==> config.mk <==
export PLATFORM = sky130hd
export DESIGN_NAME = cpml_top
export DESIGN_NICKNAME = d
export VERILOG_FILES = /design/src/pkg/cpml_pkg.sv /design/src/hw/cpml_sync2.sv /design/src/hw/cpml_top.sv
export VERILOG_INCLUDE_DIRS = /design/src /design/src/pkg
export SDC_FILE = /design/constraint.sdc
export NUM_CORES = 1
export LEC_CHECK = 0
export ABC_AREA = 1
export ABC_CLOCK_PERIOD_IN_PS = 1800
export BUFFER_PORTS_ARGS = -buffer_cell sky130_fd_sc_hd__buf_2
export CAP_MARGIN = 15
export CORE_AREA = 2 2 64 66
export DETAILED_ROUTE_END_ITERATION = 8
export DIE_AREA = 0 0 66 68
export GPL_TIMING_DRIVEN = 0
export PLACE_DENSITY = 0.74
export SLEW_MARGIN = 30
export SYNTH_ARGS = -nofsm -noshare
export SYNTH_HDL_FRONTEND = slang
export SYNTH_SLANG_ARGS = --single-unit
==> constraint.sdc <==
create_clock -name i_ref_clk -period 1.8 [get_ports i_ref_clk]
set_clock_uncertainty 0.15 [all_clocks]
set_input_delay 0.09 -clock i_ref_clk [delete_from_list [all_inputs] [get_ports i_ref_clk]]
set_output_delay 0.09 -clock i_ref_clk [all_outputs]
set_load 0.03 [all_outputs]
==> src/pkg/cpml_defines.svh <==
// timing counts, reset values and widths for the control pin mode logic
`ifndef CPML_DEFINES_SVH
`define CPML_DEFINES_SVH
`define CPML_NUM_CH 4
`define CPML_MAP_A_RST 4'h4
`define CPML_MAP_B_RST 4'h8
`define CPML_OUT_RST 4'h0
`define CPML_CLK_MHZ 100
`define CPML_IDLE2SLEEP_US 100
`define CPML_SLEEP2IDLE_US 100
`define CPML_IDLE2SLEEP_CYC (`CPML_IDLE2SLEEP_US * `CPML_CLK_MHZ)
`define CPML_SLEEP2IDLE_CYC (`CPML_SLEEP2IDLE_US * `CPML_CLK_MHZ)
`endif

==> src/pkg/cpml_pkg.sv <==
// types of the control pin mode logic
package cpml_pkg;
   typedef enum logic [1:0] {
      CPML_SLEEP,
      CPML_IDLE,
      CPML_ACTIVE,
      CPML_LIMP
   } cpml_mode_e;
endpackage : cpml_pkg

==> src/hw/cpml_sync2.sv <==
// two flip-flop synchroniser for a group of pin levels
`timescale 1ns/1ns
module cpml_sync2 #(
   parameter int WIDTH = 1
) (
   input wire logic i_ref_clk,
   input wire logic i_nrst,
   input wire logic [WIDTH-1:0] i_async,
   output logic [WIDTH-1:0] o_sync
);
   logic [WIDTH-1:0] meta;
   always_ff @(posedge i_ref_clk or negedge i_nrst) begin
      if (!i_nrst) begin
         meta <= '0;
         o_sync <= '0;
      end else begin
         meta <= i_async;
         o_sync <= meta;
      end
   end
endmodule : cpml_sync2

==> src/hw/cpml_top.sv <==
// control pin mode logic: input mapping, mode choice, register reset, serial blocking
// What this block does
// - reset maps input a to ch2, b to ch3
// - each input has its own programmable map
// - channel drive ORs output register and mapped inputs
// - report synchronised input pin levels
// - input status also works in limp home
// - idle low, input high: limp home, default channels
// - idle low, all inputs low: sleep
// - idle low resets serial registers
// - sleep disables undervoltage detectors
// - sleep refuses serial, serial enable stays low
// - both supplies low: stages off, registers reset
// - digital undervoltage blocks serial, resets registers
// - low analog range keeps on channels on
// - low analog range need not turn on
// - mode from idle, inputs, outputs, activate bit
`timescale 1ns/1ns
`include "cpml_defines.svh"
module cpml_top #(
   parameter int NUM_CH = `CPML_NUM_CH,
   parameter int IDLE2SLEEP_CYC = `CPML_IDLE2SLEEP_CYC,
   parameter int SLEEP2IDLE_CYC = `CPML_SLEEP2IDLE_CYC
) (
   input wire logic i_ref_clk,
   input wire logic i_nrst,
   input wire logic i_direct_input_a,
   input wire logic i_direct_input_b,
   input wire logic i_idle,
   input wire logic i_vdd_uv,
   input wire logic i_vs_uv,
   input wire logic i_low_battery_operating_range,
   input wire logic i_wr_map_a,
   input wire logic i_wr_map_b,
   input wire logic i_wr_out,
   input wire logic i_wr_act,
   input wire logic [NUM_CH-1:0] i_wr_data,
   output logic [NUM_CH-1:0] o_ch_drive,
   output logic [NUM_CH-1:0] o_input_a_channel_map,
   output logic [NUM_CH-1:0] o_input_b_channel_map,
   output logic [NUM_CH-1:0] o_out_ctrl,
   output logic o_hw_config_activate_bit,
   output logic [1:0] o_input_level_status,
   output logic [1:0] o_mode,
   output logic o_serial_enable,
   output logic o_uv_detect_enable
);
   // ----------------------------------------
   // pin synchronisation
   // ----------------------------------------
   // idle and inputs share one synchroniser so they leave it aligned; limp home sees idle only after its qualification delay
   logic [2:0] pins_sync;
   cpml_sync2 #(.WIDTH(3)) u_sync (
      .i_ref_clk(i_ref_clk),
      .i_nrst(i_nrst),
      .i_async({i_idle, i_direct_input_b, i_direct_input_a}),
      .o_sync(pins_sync)
   );
   logic in_a;
   logic in_b;
   logic idle_raw;
   assign in_a = pins_sync[0];
   assign in_b = pins_sync[1];
   assign idle_raw = pins_sync[2];

   // ----------------------------------------
   // idle pin qualification
   // ----------------------------------------
   // the idle level is accepted only after it has held for the transition time;
   // glitches shorter than that never change mode or wipe registers
   localparam int CNT_W = $clog2((IDLE2SLEEP_CYC > SLEEP2IDLE_CYC ?
                                  IDLE2SLEEP_CYC : SLEEP2IDLE_CYC) + 1);
   logic idle_q;
   logic [CNT_W-1:0] idle_cnt;
   logic [CNT_W-1:0] idle_lim;
   assign idle_lim = idle_q ? CNT_W'(IDLE2SLEEP_CYC - 1) : CNT_W'(SLEEP2IDLE_CYC - 1);
   always_ff @(posedge i_ref_clk or negedge i_nrst) begin
      if (!i_nrst) begin
         idle_q <= 1'b0;
         idle_cnt <= '0;
      end else if (idle_raw == idle_q) begin
         idle_cnt <= '0;
      end else if (idle_cnt >= idle_lim) begin
         idle_q <= idle_raw;
         idle_cnt <= '0;
      end else begin
         idle_cnt <= idle_cnt + CNT_W'(1);
      end
   end

   // ----------------------------------------
   // mode choice
   // ----------------------------------------
   logic any_in;
   logic regs_clear;
   cpml_pkg::cpml_mode_e next_mode;
   cpml_pkg::cpml_mode_e mode;
   assign any_in = in_a | in_b;
   // registers held at default while idle low or digital supply is under voltage
   assign regs_clear = !idle_q || i_vdd_uv;
   always_comb begin
      if (!idle_q) begin
         next_mode = any_in ? cpml_pkg::CPML_LIMP : cpml_pkg::CPML_SLEEP;
      end else if (o_hw_config_activate_bit || (|o_out_ctrl)) begin
         next_mode = cpml_pkg::CPML_ACTIVE;
      end else begin
         next_mode = cpml_pkg::CPML_IDLE;
      end
   end
   always_ff @(posedge i_ref_clk or negedge i_nrst) begin
      if (!i_nrst) begin
         mode <= cpml_pkg::CPML_SLEEP;
      end else begin
         mode <= next_mode;
      end
   end
   always_ff @(posedge i_ref_clk or negedge i_nrst) begin
      if (!i_nrst) begin
         o_mode <= 2'h0;
      end else begin
         o_mode <= next_mode;
      end
   end

   // ----------------------------------------
   // serially written registers
   // ----------------------------------------
   always_ff @(posedge i_ref_clk or negedge i_nrst) begin
      if (!i_nrst) begin
         o_input_a_channel_map <= NUM_CH'(`CPML_MAP_A_RST);
         o_input_b_channel_map <= NUM_CH'(`CPML_MAP_B_RST);
         o_out_ctrl <= NUM_CH'(`CPML_OUT_RST);
         o_hw_config_activate_bit <= 1'b0;
      end else if (regs_clear) begin
         o_input_a_channel_map <= NUM_CH'(`CPML_MAP_A_RST);
         o_input_b_channel_map <= NUM_CH'(`CPML_MAP_B_RST);
         o_out_ctrl <= NUM_CH'(`CPML_OUT_RST);
         o_hw_config_activate_bit <= 1'b0;
      end else begin
         if (i_wr_map_a) begin
            o_input_a_channel_map <= i_wr_data;
         end
         if (i_wr_map_b) begin
            o_input_b_channel_map <= i_wr_data;
         end
         if (i_wr_out) begin
            o_out_ctrl <= i_wr_data;
         end
         if (i_wr_act) begin
            o_hw_config_activate_bit <= i_wr_data[0];
         end
      end
   end

   // ----------------------------------------
   // channel drive
   // ----------------------------------------
   logic [NUM_CH-1:0] req;
   logic [NUM_CH-1:0] map_a_eff;
   logic [NUM_CH-1:0] map_b_eff;
   // in limp home the registers are at default, so the default map applies;
   // forcing it here keeps the fail-safe map even if a clear were ever skipped
   always_comb begin
      case (mode)
         cpml_pkg::CPML_LIMP: begin
            map_a_eff = NUM_CH'(`CPML_MAP_A_RST);
            map_b_eff = NUM_CH'(`CPML_MAP_B_RST);
         end
         default: begin
            map_a_eff = o_input_a_channel_map;
            map_b_eff = o_input_b_channel_map;
         end
      endcase
   end
   assign req = o_out_ctrl | (map_a_eff & {NUM_CH{in_a}}) |
                (map_b_eff & {NUM_CH{in_b}});
   always_ff @(posedge i_ref_clk or negedge i_nrst) begin
      if (!i_nrst) begin
         o_ch_drive <= '0;
      end else if (i_vs_uv && i_vdd_uv) begin
         // both supplies low outranks the low battery hold
         o_ch_drive <= '0;
      end else if (i_low_battery_operating_range) begin
         // only turn-offs are honoured; a new turn-on waits for normal supply
         o_ch_drive <= o_ch_drive & req;
      end else begin
         o_ch_drive <= req;
      end
   end

   // ----------------------------------------
   // status and supply control
   // ----------------------------------------
   always_ff @(posedge i_ref_clk or negedge i_nrst) begin
      if (!i_nrst) begin
         o_input_level_status <= 2'h0;
      end else begin
         o_input_level_status <= {in_b, in_a};
      end
   end
   // enables follow next_mode so they switch on the same edge as o_mode
   always_ff @(posedge i_ref_clk or negedge i_nrst) begin
      if (!i_nrst) begin
         o_serial_enable <= 1'b0;
         // detectors run through reset so a supply dip is never missed
         o_uv_detect_enable <= 1'b1;
      end else begin
         case (next_mode)
            cpml_pkg::CPML_SLEEP: begin
               o_serial_enable <= 1'b0;
               o_uv_detect_enable <= 1'b0;
            end
            default: begin
               o_serial_enable <= !i_vdd_uv;
               o_uv_detect_enable <= 1'b1;
            end
         endcase
      end
   end
endmodule : cpml_top

==> metrics.md, run 1 <==
| Metric | Value |
|---|---|
| Status | completed |
| Mapped Nets | 230 |
| CP bufs+invs | 3 |
| Placement Rows | 23 |
| Total non-filler cell area in the finished layout | 0.002511 mm² |
| Switching power total | 0.4355 mW |
| Warnings, synthesis | 0 |
| Proportion of register bits with asynchronous set or reset after synthesis | 100.0% |
| Core utilization of the finished layout | 65.12% |
| Critical Path, Cell by Cell | inv_2 -> nor2_2 -> inv_2 -> a21oi_1 -> o21ai_1 -> dlygate4sd3_1 |
| PwrDens | 722.9 mW/mm² |
| Cells after DPL | 301 |
| Maxcap violations | 0 |
| Number of top-level design ports | 39 |
| DRC violation total after the first TritonRoute iteration | 100 |
| Area of placed instances | 0.002206 mm² |
| Summed negative setup slack over all endpoints | 0 ps |
| Global router's overall resource usage | 20.41% |
| Setup crit end kind | flop |
| Fin crit share | 97.55% |
| Peak supply drop | 484.3 µV |
| Launching instance or port of the critical path | idle_q |
| Number of enable-type register cells in the synthesized netlist | 0 |
| Number of buffers created by CTS | 5 |
| Remaining global-route overflow | 0 |
| Delay contributed by the slowest stage of the critical path | 560 ps |
| Clock tree from TritonCTS | done |
| Die width | 66 µm |
| Number of buffers inserted by port buffering | 38 |
| First-pass GRT wire length | 6.686 mm |
| Count of final max-slew check failures | 0 |
| Vias per cell | 4.915 |
| Post-synthesis instance area | 0.001953 mm² |
| Total number of clock tree sinks | 44 |
| Layout cells sized above 1 | 27.24% |
| Dpl hpwl | 2.719 mm |
| Proportion of power drawn by flip-flops and latches | 56.4% |
| Share of synthesized area occupied by flip-flops and latches | 56.57% |
| 1st-pass router iterations | 4 |
| Placer congestion estimate | 0.8102 |
| Required time at the worst-slack endpoint | 1880 ps |
| Final count of negative-setup-slack endpoints | 0 |
| Final total power | 1.815 mW |
| ANT nets after route | 0 |
| Worst-path cell with the longest stage delay | dlygate4sd3_1 |
| Via count | 1617 |
| Critical path startpoint category | flop |
| Ys flop type | dfrtp_1 |
| Clock period minus final worst setup slack | 1756 ps |
| Vias in the first global route | 1480 |
| Routed length on met3 | 227 µm |
| Count leader, synth | dfrtp_1 |
| Worst endpoint data arrival time | 1830 ps |
| Hold crit path type | in2reg |
| Maximum clock rate | 569.5 MHz |
| Crit-path max FO | 9 |
| Final number of hold-violating endpoints | 0 |
| Core ar. | 0.003856 mm² |
| Avg Cell Area, Syn | 9.170 µm² |
| Category of the most critical setup path | reg2reg |
| Die outline height | 68 µm |
| Largest buffer count on any clock path | 2 |
| Largest cells by area after synthesis | dfrtp_1 (53%), nand2_1 (6.9%), inv_1 (6.0%) |
| Root buffer cell | clkbuf_8 |
| Clock insertion delay at the later pin of the skew report | 300 ps |
| Number of levels the H-tree was split into | 2 |
| Relative slew slack | 64.77% |
| Leakage dissipation | 1.157 nW |
| Instance count of the mapped netlist | 213 |
| Count of unique library cells instantiated by Yosys | 25 |
| Post-Route M1 WL | 1.769 mm |
| Cell family with most CP delay | buffers and inverters |
| Pin count of the biggest net entering global routing | 45 |
| Number of antenna diodes | 0 |
| Post-route DRC | 0 |
| Area growth from synthesis to final layout | 28.57% |
| Combinational share of power | 8.1% |
| Switching share of total power | 23.99% |
| Flop and latch count out of synthesis | 44 |
| Post-DR wirelength/cell | 12.51 µm |
| Hold Path Origin | i_wr_data[0] |
| Effective utilization at floorplan | 50.65% |
| Final Routed Wirelength | 4.117 mm |
| Non-filler cells, final | 329 |
| Critical path's most frequent cell | inv_2 |
| Number of nets at the end of the flow | 295 |
| Post-synth top area cell | dfrtp_1 |
| Number of antenna violations at the first check in global routing | 0 |
| Crit Reg-Reg Startpoint | idle_q |
| Met2 WL post-DR | 2.057 mm |
| Max layer used | met4 |
| Cell internal pwr | 1.380 mW |
| Slew of the pin with the lowest slew margin | 528.4 ps |
| RSZ-0062 raised after global routing | yes |
| Yosys top cell area share | 52.53% |
| CTS clk-pin slew, worst paths | 80 ps |
| Floorplan die area | 0.004488 mm² |
| Ranking of synthesized cells by instance count | dfrtp_1 (41), nand2_1 (36), inv_1 (31) |
| Clock network fraction of design power | 35.5% |
## per-stage QoR
step	hold WS (ps)	setup slack, ps
final	38.30	44.03
after global routing	46.82	-25.06
after CTS	23.18	34.56
after detailed placement	49.32	190.5
after global placement	50.25	210.0
after floorplan	-355.6	386.7
## kinds of logic (layout without fill, tap and decap cells)
logic type      after synthesis  after routing  synth area share (%)
simple gates                 88             88                 21.78
flops                        44             44                 56.57
compound gates               38             38                 10.51
buf+inv                      34            100                 6.919
xor+xnor                      8              8                 3.588
fa+ha+maj                     1              1                0.6405
## area by class of cell
class                           instances  area (µm²)
Tap cell                               50       62.56
Buffer                                  1       11.26
Clock buffer                            6       82.58
Inverter                               33       123.9
Timing Repair Buffer                   58       390.4
Multi-Input combinational cell        135       720.7
Clock inverter                          2       15.01
Fill cell                             322        1345
Sequential cell                        44        1105
## metal layers
metal  GRT usage [%]  vias up
li1                -      802
met1           26.24      766
met2           33.08       43
met3           5.592        6
met4           8.163        0
met5               0        -
## final timing paths
check	endpoint	slack, ps	depth (start not counted)
worst min-delay path	o_out_ctrl[0]	40	5
worst max register to register	o_input_b_channel_map[3]	40	6
worst min register to register	u_sync.o_sync[1]	200	0
max in group asynchronous	o_uv_detect_enable	960	2
worst max-delay path	o_input_b_channel_map[3]	40	6
min in group asynchronous	idle_cnt[5]	160	2
## power by group through the flow
stage                     clock network (mW)  registers, mW  logic (mW)
final                                  0.645           1.02       0.147
after floorplan                            0           1.06      0.0401
after detailed placement                   0           1.04       0.120
after global placement                     0           1.04       0.119
after global routing                   0.706           1.03       0.163
after CTS                              0.662           1.02       0.146
## timing repair
action,in CTS,in global routing
endpoints found under the setup margin,0,3
setup buffers,0,1
hold buffers,19,0
gates resized for setup,0,3
endpoints found under the hold margin,62,0
## flip-flops by register name, summed over array words and instances (netlist names)
name and count:
idle_q 1, o_ch_drive 4, o_out_ctrl 4, o_input_b_channel_map 4, o_input_level_status 2, o_hw_config_activate_bit 1
u_sync.o_sync 3, u_sync.meta 3, o_uv_detect_enable 1, idle_cnt 14, o_serial_enable 1, o_input_a_channel_map 4
o_mode 2
## worst reg2reg max path, cell delays in order, from the launching register on
cell,delay (ps)
dfrtp_1,420
inv_2,70
nor2_2,130
inv_2,110
a21oi_1,150
o21ai_1,90
dlygate4sd3_1,560
## placed cells by master, fill, tap and decap left out, types with 2 or more instances in the layout
cell            n
dlygate4sd3_1  19
or2_1           3
o22ai_1         2
nor2_2         14
a21oi_1         9
inv_1          31
nand2_1        36
nor3_1          4
dfstp_2         3
inv_2           2
xnor2_1         2
nand3_2         3
nor2_4          3
clkinvlp_4      2
o21ai_0        10
dfrtp_1        41
nor2_1         16
buf_4           2
clkbuf_8        6
buf_2          37
xor2_1          6
nand3_1         7
o21ai_1        14
Power figures use the tool's default switching activity.
==> run 2, diff against run 1 <==
--- a/config.mk
+++ b/config.mk
@@ -8,13 +8,13 @@
 export LEC_CHECK = 0
 export ABC_AREA = 1
 export ABC_CLOCK_PERIOD_IN_PS = 1800
-export BUFFER_PORTS_ARGS = -buffer_cell sky130_fd_sc_hd__buf_2
 export CAP_MARGIN = 15
-export CORE_AREA = 2 2 64 66
+export CORE_AREA = 2 2 60 62
 export DETAILED_ROUTE_END_ITERATION = 8
-export DIE_AREA = 0 0 66 68
+export DIE_AREA = 0 0 62 64
+export DONT_BUFFER_PORTS = 1
 export GPL_TIMING_DRIVEN = 0
-export PLACE_DENSITY = 0.74
+export PLACE_DENSITY = 0.73
 export SLEW_MARGIN = 30
 export SYNTH_ARGS = -nofsm -noshare
 export SYNTH_HDL_FRONTEND = slang
==> run 2 against run 1 <==
Net effect: clock-buffer cell count down 1; total power up 13%; cell area is 5.5% lower; worst hold slack lost 8.0 ps; register-to-register slack better by 60 ps; flip-flop and latch count unchanged; via count down 5.9%; clock power rose by 39%; cell count is 12% lower; largest cell class unchanged; die area down 12%; critical path type unchanged.
==> metrics.md, run 2 (synthesized netlist as in run 1, its figures left out) <==
| Metric | Value |
|---|---|
| Dpl hpwl | 2.857 mm |
| Number of antenna violations at the first check in global routing | 0 |
| DRC violation total after the first TritonRoute iteration | 73 |
| Core utilization of the finished layout | 72.27% |
| Met2 WL post-DR | 2.352 mm |
| Number of buffers inserted by port buffering | 0 |
| Post-Route M1 WL | 1.605 mm |
| Total number of clock tree sinks | 44 |
| RSZ-0062 raised after global routing | no |
| Flip-flop count of the largest register, all copies and words added | 14 |
| Worst endpoint data arrival time | 1860 ps |
| Area growth from synthesis to final layout | 21.52% |
| Final Routed Wirelength | 4.303 mm |
| Required time at the worst-slack endpoint | 1960 ps |
| Hold crit path type | in2async |
| Crit path setup slack, layout | 105.4 ps |
| Post-DR wirelength/cell | 14.89 µm |
| Leakage dissipation | 1.026 nW |
| Final worst hold slack | 30.28 ps |
| Placer congestion estimate | 0.8893 |
| Final number of hold-violating endpoints | 0 |
| Layout cells sized above 1 | 16.87% |
| Fin crit share | 94.14% |
| Peak supply drop | 686.4 µV |
| Clock tree from TritonCTS | done |
| Commonest cells after routing, fill and taps aside | dfrtp_1 (40), nand2_1 (36), inv_1 (31), dlygate4sd3_1 (19), nor2_1 (17) |
| Number of nets at the end of the flow | 259 |
| Vias per cell | 5.263 |
| Routed length on met3 | 222 µm |
| Die outline height | 64 µm |
| Core ar. | 0.003284 mm² |
| Count of final max-slew check failures | 0 |
| Critical path startpoint category | flop |
| Area of placed instances | 0.002011 mm² |
| Maximum clock rate | 590.1 MHz |
| Crit-path max FO | 2 |
| First-pass GRT wire length | 7.100 mm |
| Most common cell after layout, fill and taps aside | dfrtp_1 |
| Global router's overall resource usage | 24.66% |
| Worst setup slack after placement | 185.8 ps |
| Setup crit end kind | flop |
| Die width | 62 µm |
| Number of levels the H-tree was split into | 2 |
| ANT nets after route | 0 |
| Max layer used | met4 |
| Clock insertion delay at the later pin of the skew report | 360 ps |
| Number of antenna diodes | 0 |
| Number of top-level design ports | 39 |
| Vias in the first global route | 1676 |
| Relative slew slack | 73.79% |
| Slew of the pin with the lowest slew margin | 393.2 ps |
| Remaining global-route overflow | 0 |
| Status | completed |
| Summed negative setup slack over all endpoints | 0 ps |
| Maxcap violations | 0 |
| Largest buffer count on any clock path | 2 |
| CTS clk-pin slew, worst paths | 130 ps |
| Final count of negative-setup-slack endpoints | 0 |
| Number of buffers created by CTS | 5 |
| Floorplan die area | 0.003968 mm² |
| Pin count of the biggest net entering global routing | 45 |
| Category of the most critical setup path | reg2reg |
| Via count | 1521 |
| Register with the highest flop count | idle_cnt |
| Effective utilization at floorplan | 59.47% |
| Placement Rows | 21 |
| 1st-pass router iterations | 4 |
| Total non-filler cell area in the finished layout | 0.002374 mm² |
| Clock period minus final worst setup slack | 1695 ps |
| Post-route DRC | 0 |
| Root buffer cell | clkbuf_4 |
| PwrDens | 865.3 mW/mm² |
run 2: metal layers:
metal	track usage [%]	vias to the layer above
met5	0	-
met3	8.300	12
met4	11.97	0
met2	41.41	51
met1	26.78	726
li1	-	732
run 2: repair_timing:
| action | in CTS | in global routing |
|---|---|---|
| hold buffers | 20 | 0 |
| resized for setup | 0 | 3 |
| setup buffers | 0 | 2 |
| endpoints found under the hold margin | 65 | 0 |
| endpoints found under the setup margin | 0 | 2 |
run 2: area by class of cell:
cell class	instances	area, µm²
plain buffers	1	11.26
clock inverters	3	90.09
fillers	250	910.9
inverters	33	123.9
multi-input cells	135	721.9
clock buffers	5	37.54
repair buffers	22	225.2
well taps	46	57.56
flip-flops and latches	44	1106
run 2: critical path, stage by stage (launching register included):
cell and delay [ps]:
dfstp_2 650, inv_1 100, o21ai_0 160, dlygate4sd3_1 580
run 2: final timing paths:
| check | cells past startpoint | end | startpoint | slack [ps] |
|---|---|---|---|---|
| max | 3 | o_input_b_channel_map[3] | o_input_b_channel_map[3] | 110 |
| min | 2 | idle_cnt[9] | i_nrst | 30 |
| max reg2reg | 3 | o_input_b_channel_map[3] | o_input_b_channel_map[3] | 110 |
| min reg2reg | 0 | u_sync.o_sync[0] | u_sync.meta[0] | 220 |
| max in group asynchronous | 2 | o_uv_detect_enable | i_nrst | 1190 |
| min in group i_ref_clk | 1 | u_sync.meta[1] | i_direct_input_b | 130 |
run 2: per-stage QoR:
step	std cells	power, mW
after floorplan	213	1.103
after global placement	259	1.112
after detailed placement	259	1.116
after CTS	287	2.068
after global routing	289	2.127
final	289	2.054
run 2: where the power goes:
group | internal, mW | leakage, nW | total (mW) | switching, mW
Clock | 0.572 | 0.0654 | 0.898 | 0.326
Sequential | 1.01 | 0.571 | 1.05 | 0.0376
Combinational | 0.0458 | 0.390 | 0.106 | 0.0604
Total | 1.63 | 1.03 | 2.05 | 0.424
